==> src/rtl/vpaa_pkg.sv <==
// Purpose: constants and carriers for the virtual phy advertisement register bank
// Assumes: 10 MHz i_mclk, 32-bit mapped and 16-bit serial-management access
// Notes:   fixed bit values are folded into the writable mask
//
// Contract
// - bits 31-16 read as zero padding; serial management view is 16 bits wide
// - bit 15 next page is read-only zero
// - bit 13 remote fault is read-only zero
// - bit 11 asymmetric pause is read/write, resets to zero
// - bit 10 pause is read/write, defaults to inverse of latched flow strap
// - bit 9 100BASE-T4 is read-only zero
// - bits 8 and 7 100BASE-X full/half are read/write, default one
// - bits 6 and 5 10BASE-T full/half are read/write, default one
// - bits 4:0 selector read/write, default 00001b; software writes only that (the register stores any selector value written)
// - loader overwrites whole register after reset release or reload command
// - partner ability register at 1D4h is read-only emulated values
`default_nettype none

package vpaa_pkg;

   // ------------------------------------------------------------
   // map
   // ------------------------------------------------------------
   localparam logic [8:0]  ADV_OFFSET     = 9'h1D0;
   localparam logic [8:0]  PARTNER_OFFSET = 9'h1D4;
   localparam logic [4:0]  ADV_INDEX      = 5'h04;
   localparam logic [4:0]  PARTNER_INDEX  = 5'h05;

   // ------------------------------------------------------------
   // fields
   // ------------------------------------------------------------
   localparam int          ASYM_POS       = 11;
   localparam int          PAUSE_POS      = 10;
   localparam logic [15:0] ADV_WR_MASK    = 16'h0DFF;
   localparam logic [15:0] ADV_RESET      = 16'h01E1;
   localparam logic [1:0]  STRAP_SETTLE   = 2'h3;

   // ------------------------------------------------------------
   // carriers
   // ------------------------------------------------------------
   typedef struct packed
   {
      logic        rd;
      logic        wr;
      logic [8:0]  addr;
      logic [31:0] wdata;
   } vpaa_mm_req_s;

   typedef struct packed
   {
      logic        rd;
      logic        wr;
      logic [4:0]  idx;
      logic [15:0] wdata;
   } vpaa_mii_req_s;

endpackage : vpaa_pkg

`default_nettype wire

==> src/rtl/vpaa_advert_regs.sv <==
// Purpose: advertisement and partner ability registers of the virtual phy
// Assumes: loader supplies reload words; partner value comes from the emulator
// Notes:   read data registered, one cycle after the read strobe
`default_nettype none

module vpaa_advert_regs
   import vpaa_pkg::*;
(
   input  wire logic          i_mclk,
   input  wire logic          i_rstn,
   input  wire vpaa_mm_req_s  i_mm_req,
   output logic [31:0]        o_mm_rdata,
   input  wire vpaa_mii_req_s i_mii_req,
   output logic [15:0]        o_mii_rdata,
   input  wire logic          i_reload,
   output logic               o_load_req,
   input  wire logic          i_load_valid,
   input  wire logic [15:0]   i_load_data,
   input  wire logic          i_flow_ctrl_manual_strap,
   input  wire logic [15:0]   i_partner_ability,
   output logic [15:0]        o_advert
);

   // ------------------------------------------------------------
   // strap capture
   // ------------------------------------------------------------
   logic       strap_s1_ff, strap_s2_ff, strap_s3_ff;
   logic [1:0] settle_ff,   nxt_settle;
   logic       captured_ff, nxt_captured;
   logic       capture;

   // a strap is only caught once the synchroniser has filled after release
   always_comb
   begin
      nxt_settle   = settle_ff;
      nxt_captured = captured_ff;
      capture      = 1'b0;
      if (settle_ff != STRAP_SETTLE)
      begin
         nxt_settle = settle_ff + 2'h1;
      end
      else if (!captured_ff && (strap_s2_ff == strap_s3_ff))
      begin
         capture      = 1'b1;
         nxt_captured = 1'b1;
      end
   end

   always_ff @(posedge i_mclk or negedge i_rstn)
   begin
      if (!i_rstn)
      begin
         strap_s1_ff <= 1'b0;
         strap_s2_ff <= 1'b0;
         strap_s3_ff <= 1'b0;
         settle_ff   <= 2'h0;
         captured_ff <= 1'b0;
      end
      else
      begin
         strap_s1_ff <= i_flow_ctrl_manual_strap;
         strap_s2_ff <= strap_s1_ff;
         strap_s3_ff <= strap_s2_ff;
         settle_ff   <= nxt_settle;
         captured_ff <= nxt_captured;
      end
   end

   // ------------------------------------------------------------
   // loader request
   // ------------------------------------------------------------
   logic boot_ff, nxt_boot;
   logic load_req_ff, nxt_load_req;

   always_comb
   begin
      nxt_boot     = 1'b1;
      nxt_load_req = !boot_ff || i_reload;
   end

   always_ff @(posedge i_mclk or negedge i_rstn)
   begin
      if (!i_rstn)
      begin
         boot_ff     <= 1'b0;
         load_req_ff <= 1'b0;
      end
      else
      begin
         boot_ff     <= nxt_boot;
         load_req_ff <= nxt_load_req;
      end
   end

   assign o_load_req = load_req_ff;

   // ------------------------------------------------------------
   // advertisement register
   // ------------------------------------------------------------
   logic [15:0] adv_ff, nxt_adv;
   logic        mm_adv_wr, mii_adv_wr;

   assign mm_adv_wr  = i_mm_req.wr && (i_mm_req.addr == ADV_OFFSET);
   assign mii_adv_wr = i_mii_req.wr && (i_mii_req.idx == ADV_INDEX);

   // loader beats software; later source wins within a cycle
   always_comb
   begin
      nxt_adv = adv_ff;
      if (capture)
      begin
         nxt_adv[PAUSE_POS] = !strap_s3_ff;
      end
      if (mii_adv_wr)
      begin
         nxt_adv = i_mii_req.wdata & ADV_WR_MASK;
      end
      if (mm_adv_wr)
      begin
         nxt_adv = i_mm_req.wdata[15:0] & ADV_WR_MASK;
      end
      if (i_load_valid)
      begin
         nxt_adv = i_load_data & ADV_WR_MASK;
      end
   end

   always_ff @(posedge i_mclk or negedge i_rstn)
   begin
      if (!i_rstn)
      begin
         adv_ff <= ADV_RESET;
      end
      else
      begin
         adv_ff <= nxt_adv;
      end
   end

   assign o_advert = adv_ff;

   // ------------------------------------------------------------
   // read back
   // ------------------------------------------------------------
   logic [31:0] mm_rdata_ff,  nxt_mm_rdata;
   logic [15:0] mii_rdata_ff, nxt_mii_rdata;

   // unmapped reads return zero; upper half is padding
   always_comb
   begin
      nxt_mm_rdata  = mm_rdata_ff;
      nxt_mii_rdata = mii_rdata_ff;
      if (i_mm_req.rd)
      begin
         unique case (i_mm_req.addr)
            ADV_OFFSET:     nxt_mm_rdata = {16'h0000, adv_ff};
            PARTNER_OFFSET: nxt_mm_rdata = {16'h0000, i_partner_ability};
            default:        nxt_mm_rdata = 32'h0000_0000;
         endcase
      end
      if (i_mii_req.rd)
      begin
         unique case (i_mii_req.idx)
            ADV_INDEX:     nxt_mii_rdata = adv_ff;
            PARTNER_INDEX: nxt_mii_rdata = i_partner_ability;
            default:       nxt_mii_rdata = 16'h0000;
         endcase
      end
   end

   always_ff @(posedge i_mclk or negedge i_rstn)
   begin
      if (!i_rstn)
      begin
         mm_rdata_ff  <= 32'h0000_0000;
         mii_rdata_ff <= 16'h0000;
      end
      else
      begin
         mm_rdata_ff  <= nxt_mm_rdata;
         mii_rdata_ff <= nxt_mii_rdata;
      end
   end

   assign o_mm_rdata  = mm_rdata_ff;
   assign o_mii_rdata = mii_rdata_ff;

   // ------------------------------------------------------------
   // checks
   // ------------------------------------------------------------
   AST_PAD_ZERO: assert property (@(posedge i_mclk) disable iff (!i_rstn)
      o_mm_rdata[31:16] == 16'h0000)
      else $error("padding bits not zero");

   AST_MII_VIEW: assert property (@(posedge i_mclk) disable iff (!i_rstn)
      (i_mii_req.rd && i_mii_req.idx == ADV_INDEX) |=> o_mii_rdata == $past(adv_ff))
      else $error("serial view differs from register");

   AST_NP_ZERO: assert property (@(posedge i_mclk) disable iff (!i_rstn)
      (i_mm_req.rd && i_mm_req.addr == ADV_OFFSET) |=> !o_mm_rdata[15])
      else $error("next page reads one");

   AST_RF_ZERO: assert property (@(posedge i_mclk) disable iff (!i_rstn)
      (i_mii_req.rd && i_mii_req.idx == ADV_INDEX) |=> !o_mii_rdata[13])
      else $error("remote fault reads one");

   AST_ASYM_WR: assert property (@(posedge i_mclk) disable iff (!i_rstn)
      (mm_adv_wr && !i_load_valid) |=> adv_ff[ASYM_POS] == $past(i_mm_req.wdata[ASYM_POS]))
      else $error("asymmetric pause write lost");

   AST_PAUSE_DEF: assert property (@(posedge i_mclk) disable iff (!i_rstn)
      (capture && !i_load_valid && !mm_adv_wr && !mii_adv_wr)
      |=> adv_ff[PAUSE_POS] == !$past(strap_s3_ff))
      else $error("pause default does not follow strap");

   AST_T4_ZERO: assert property (@(posedge i_mclk) disable iff (!i_rstn)
      $rose(i_load_valid) |=> !adv_ff[9])
      else $error("100BASE-T4 bit set");

   AST_ABIL_WR: assert property (@(posedge i_mclk) disable iff (!i_rstn)
      (mii_adv_wr && !mm_adv_wr && !i_load_valid)
      |=> adv_ff[8:5] == $past(i_mii_req.wdata[8:5]))
      else $error("ability bits write lost");

   AST_SEL_WR: assert property (@(posedge i_mclk) disable iff (!i_rstn)
      (mm_adv_wr && !i_load_valid) |=> adv_ff[4:0] == $past(i_mm_req.wdata[4:0]))
      else $error("selector write lost");

   AST_LOAD: assert property (@(posedge i_mclk) disable iff (!i_rstn)
      i_load_valid |=> adv_ff == ($past(i_load_data) & ADV_WR_MASK))
      else $error("loader value not taken");

   AST_LOAD_REQ: assert property (@(posedge i_mclk) disable iff (!i_rstn)
      i_reload |=> o_load_req)
      else $error("reload not requested");

   AST_PARTNER_RO: assert property (@(posedge i_mclk) disable iff (!i_rstn)
      (i_mm_req.rd && i_mm_req.addr == PARTNER_OFFSET)
      |=> o_mm_rdata[15:0] == $past(i_partner_ability))
      else $error("partner read wrong");

   AST_RO_KEEP: assert property (@(posedge i_mclk) disable iff (!i_rstn)
      (adv_ff & ~ADV_WR_MASK) == 16'h0000)
      else $error("read-only bit changed");

endmodule : vpaa_advert_regs

`default_nettype wire

==> config.mk <==
export PLATFORM = sky130hd
export DESIGN_NAME = vpaa_advert_regs
export DESIGN_NICKNAME = d
export VERILOG_FILES = /design/src/rtl/vpaa_pkg.sv /design/src/rtl/vpaa_advert_regs.sv
export SDC_FILE = /design/constraint.sdc
export NUM_CORES = 1
export LEC_CHECK = 0
export ABC_AREA = 1
export BUFFER_PORTS_ARGS = -buffer_cell sky130_fd_sc_hd__buf_2
export CAP_MARGIN = 20
export CORE_AREA = 3 3 94 96
export CTS_BUF_LIST = sky130_fd_sc_hd__clkbuf_4
export DETAILED_ROUTE_END_ITERATION = 7
export DIE_AREA = 0 0 97 99
export GPL_ROUTABILITY_DRIVEN = 0
export PLACE_DENSITY = 0.65
export SETUP_SLACK_MARGIN = 0.02
export SYNTH_ARGS = -nofsm -noshare
export SYNTH_HDL_FRONTEND = slang
export SYNTH_SLANG_ARGS = --single-unit
==> constraint.sdc <==
create_clock -name i_mclk -period 2.1 [get_ports i_mclk]
set_input_delay 0.21 -clock i_mclk [delete_from_list [all_inputs] [get_ports i_mclk]]
set_output_delay 0.21 -clock i_mclk [all_outputs]
set_load 0.02 [all_outputs]
==> run_results.csv <==
group,metric,value,unit
min_path,worst_hold_path_type,"in2reg",
sta,fin_crit_sh,0.633,
clock_tree,htreeDepth,2,
layout,final_nets,584,
global_route,grt_pass1_vias,2561,
sta,fin_ws,0.772,ns
sta,setup-tns-final,0,ns
floorplanning,core-area,8130,sq um
synthesis,syn_area,2790,sq um
floorplanning,die_x,97,um
global_route,gr-usage-met1,0.208,
sta,slew_violations,0,
floorplanning,die_h,99,um
global_route,grt_pass1_wl,12300,um
sta,fin_skew,0.00785,ns
critical_path,endpoint_kind,"output pin",
clock_tree,cts_buffers,5,
clock_tree,clk_pin_slew_worst_paths,0.15,ns
synthesis,syn_inst,367,
detailed_routing,ant_nets,0,
detailed_routing,drtIter0Drc,81,
critical_path,crit_buf_inv,1,
synthesis,yosys_warnings,0,
synthesis,synth_cell_types,27,
pwr,leakage,1.99,nW
critical_path,crit_family,"flip-flops",
global_route,grt-ovfl-total,0,
critical_path,crit_required,1.89,ns
clock_tree,cts_sinks,51,
sta,worst_slew_pin_slew,0.638,ns
global_route,grt_max_degree,27,
detailed_routing,route.vias.total,2641,
sta,setup_viol,0,
clock_tree,clkLatencyLatePin,0.35,ns
placement,port-buffer-count,115,
clock_tree,post-cts-setup-buffers,0,
synthesis,ys_ff_latch,51,
sta,slew_headroom,0.575,
flow_run,max-cap-violations,0,
sta,min_period,1.33,ns
detailed_routing,routed_wl,7430,um
placement,hpwl,5930,um
detailed_routing,via_per_inst,4.51,
floorplanning,initial_utilization,0.343,
critical_path,crit_slowest_cell,"dfstp_2",
layout,syn2layout_area_growth,24.8,%
sta,rsz0062_at_grt,"no",
pwr,ir_drop,333,uV
critical_path,crit_chain,"buf_2",
critical_path,crit_fanout,3,
critical_path,slowest_delay,0.59,ns
layout,n_antenna_cell,0,
critical_path,worstSetupStartpointType,"flip-flop",
pwr,powerDensity,585,nW/um^2
synthesis,ys_seq_area_frac,0.460,
global_route,antenna_found_initial,0,
placement,place_ws,0.529,ns
sta,timing.hold.ws,0.0547,ns
clock_tree,cts_buffer_depth,2,
clock_tree,cts_root_buf,"clkbuf_4",
sta,fmax,753,MHz
detailed_routing,drc,0,
critical_path,path_class,"reg2out",
critical_path,arrival,1.12,ns
detailed_routing,wl_per_cell,12.7,um
sta,hold_viol_final,0,
floorplanning,rows,33,
floorplanning,dieArea,9600,sq um
global_route,grtUsageTotal,0.154,
floorplanning,ios,168,
clock_tree,cts_tree,"done",
global_route,grtUsageMet2,0.255,
global_route,busiest_layer,"met2",
layout,drive_gt1_frac,0.295,
synthesis,synth_area_per_cell,7.60,sq um
detailed_routing,dr.pass1.iters,4,
global_route,met3_usage,0.0311,
run_status,status,"completed",
[path summary, 6_finish.rpt]
check                                         start                          to  slack, ns  cells past startpoint
max                         o_advert[8]$_DFFE_PN1P_                 o_advert[8]       0.77                      1
min                                  i_load_data[8]     o_advert[8]$_DFFE_PN1P_       0.05                      3
max reg2reg                settle_ff[0]$_DFFE_PN0P_    o_advert[10]$_DFFE_PN0P_       0.86                      7
min reg2reg                   strap_s1_ff$_DFF_PN0_       strap_s2_ff$_DFF_PN0_       0.37                      0
max in group asynchronous                    i_rstn  o_mii_rdata[9]$_DFFE_PN0P_       1.13                      3
min in group asynchronous                    i_rstn  o_mii_rdata[2]$_DFFE_PN0P_       0.40                      2
[where the power goes]
| part | internal [mW] | switching (mW) |
|---|---|---|
| Clock | 0.279 | 0.299 |
| Sequential | 1.04 | 0.0358 |
| Combinational | 0.130 | 0.255 |
[flip-flops by register name, indices dropped and copies added (netlist names)]
| signal | flops |
|---|---|
| boot_ff | 1 |
| o_load_req | 1 |
| captured_ff | 1 |
| strap_s3_ff | 1 |
| o_mm_rdata | 16 |
| settle_ff | 2 |
| o_mii_rdata | 16 |
| strap_s1_ff | 1 |
| strap_s2_ff | 1 |
| o_advert | 11 |
[placed cells by master, fill, tap and decap left out, types with 2 or more instances in the layout]
cell           count
buf_2            115
o31ai_1            4
o21ai_0            7
nand4_1            5
buf_4              2
inv_1             42
o22ai_1           21
nand2_1          111
dlygate4sd3_1      3
nand3_1           32
conb_1            22
nor2_4             3
dfstp_2            5
clkbuf_4           7
clkinv_1           2
dfrtp_1           46
nor2_2             3
nor2_1            40
[what timing repair did]
action | 4_1_cts | 5_1_grt
gates resized for setup | 0 | 0
hold buffers | 3 | 0
hold endpoints to repair | 22 | 0
[metal layers]
layer	wire length [um]	vias to the layer above
met4	59	0
met5	0	-
met3	501	6
met1	3420	1186
li1	-	1343
met2	3450	106
[area by class of cell]
class | instances | area (sq um)
Clock buffer | 7 | 52.6
Clock inverter | 1 | 30.0
Fill cell | 865 | 4650
Inverter | 45 | 169
Multi-Input combinational cell | 256 | 1170
Sequential cell | 51 | 1280
Tap cell | 105 | 131
Timing Repair Buffer | 121 | 641
[logic make-up after synthesis]
group	after synthesis	share of synthesized area
XOR/XNOR	1	0.00314
adder cells (fa/ha/maj)	1	0.00449
other	2	0.00269
AND/OR/NAND/NOR	197	0.303
buffers and inverters	80	0.146
AO/OA/AOI/OAI	34	0.0767
multiplexers	1	0.00404
flip-flops	51	0.460
[stage by stage]
| stage | power [mW] | area (sq um) | utilization | instances |
|---|---|---|---|---|
| finish | 2.04 | 3480 | 0.428 | 586 |
| global route | 2.15 | 3480 | 0.428 | 586 |
| CTS | 2.07 | 3480 | 0.428 | 586 |
| detailed placement | 1.48 | 3370 | 0.414 | 575 |
| global placement | 1.47 | 3370 | 0.414 | 575 |
| floorplan | 1.33 | 2860 | - | 387 |
[cells in the mapped netlist]
| library cell | instances | area share |
|---|---|---|
| buf_4 | 23 | 0.062 |
| nor2_2 | 3 | 0.0067 |
| o31ai_1 | 4 | 0.011 |
| buf_6 | 2 | 0.0081 |
| ha_1 | 1 | 0.0045 |
| nand4_1 | 5 | 0.011 |
| dfrtp_1 | 46 | 0.41 |
| dfstp_2 | 5 | 0.047 |
| nor2_4 | 3 | 0.012 |
| nor2_1 | 40 | 0.054 |
| clkinv_1 | 2 | 0.0027 |
| inv_1 | 42 | 0.057 |
| nand3_2 | 1 | 0.0036 |
| o21ai_0 | 7 | 0.013 |
| nand3_4 | 1 | 0.0063 |
| clkbuf_1 | 6 | 0.0081 |
| inv_2 | 1 | 0.0013 |
| a21oi_1 | 1 | 0.0018 |
| nand2_1 | 111 | 0.15 |
| xnor2_1 | 1 | 0.0031 |
| mux2_2 | 1 | 0.0040 |
| o22ai_1 | 21 | 0.047 |
| nand3_1 | 32 | 0.057 |
| buf_2 | 4 | 0.0072 |
| nand3b_1 | 1 | 0.0027 |
| conb_1 | 2 | 0.0027 |
| o22ai_2 | 1 | 0.0045 |
Power figures use the tool's default switching activity.
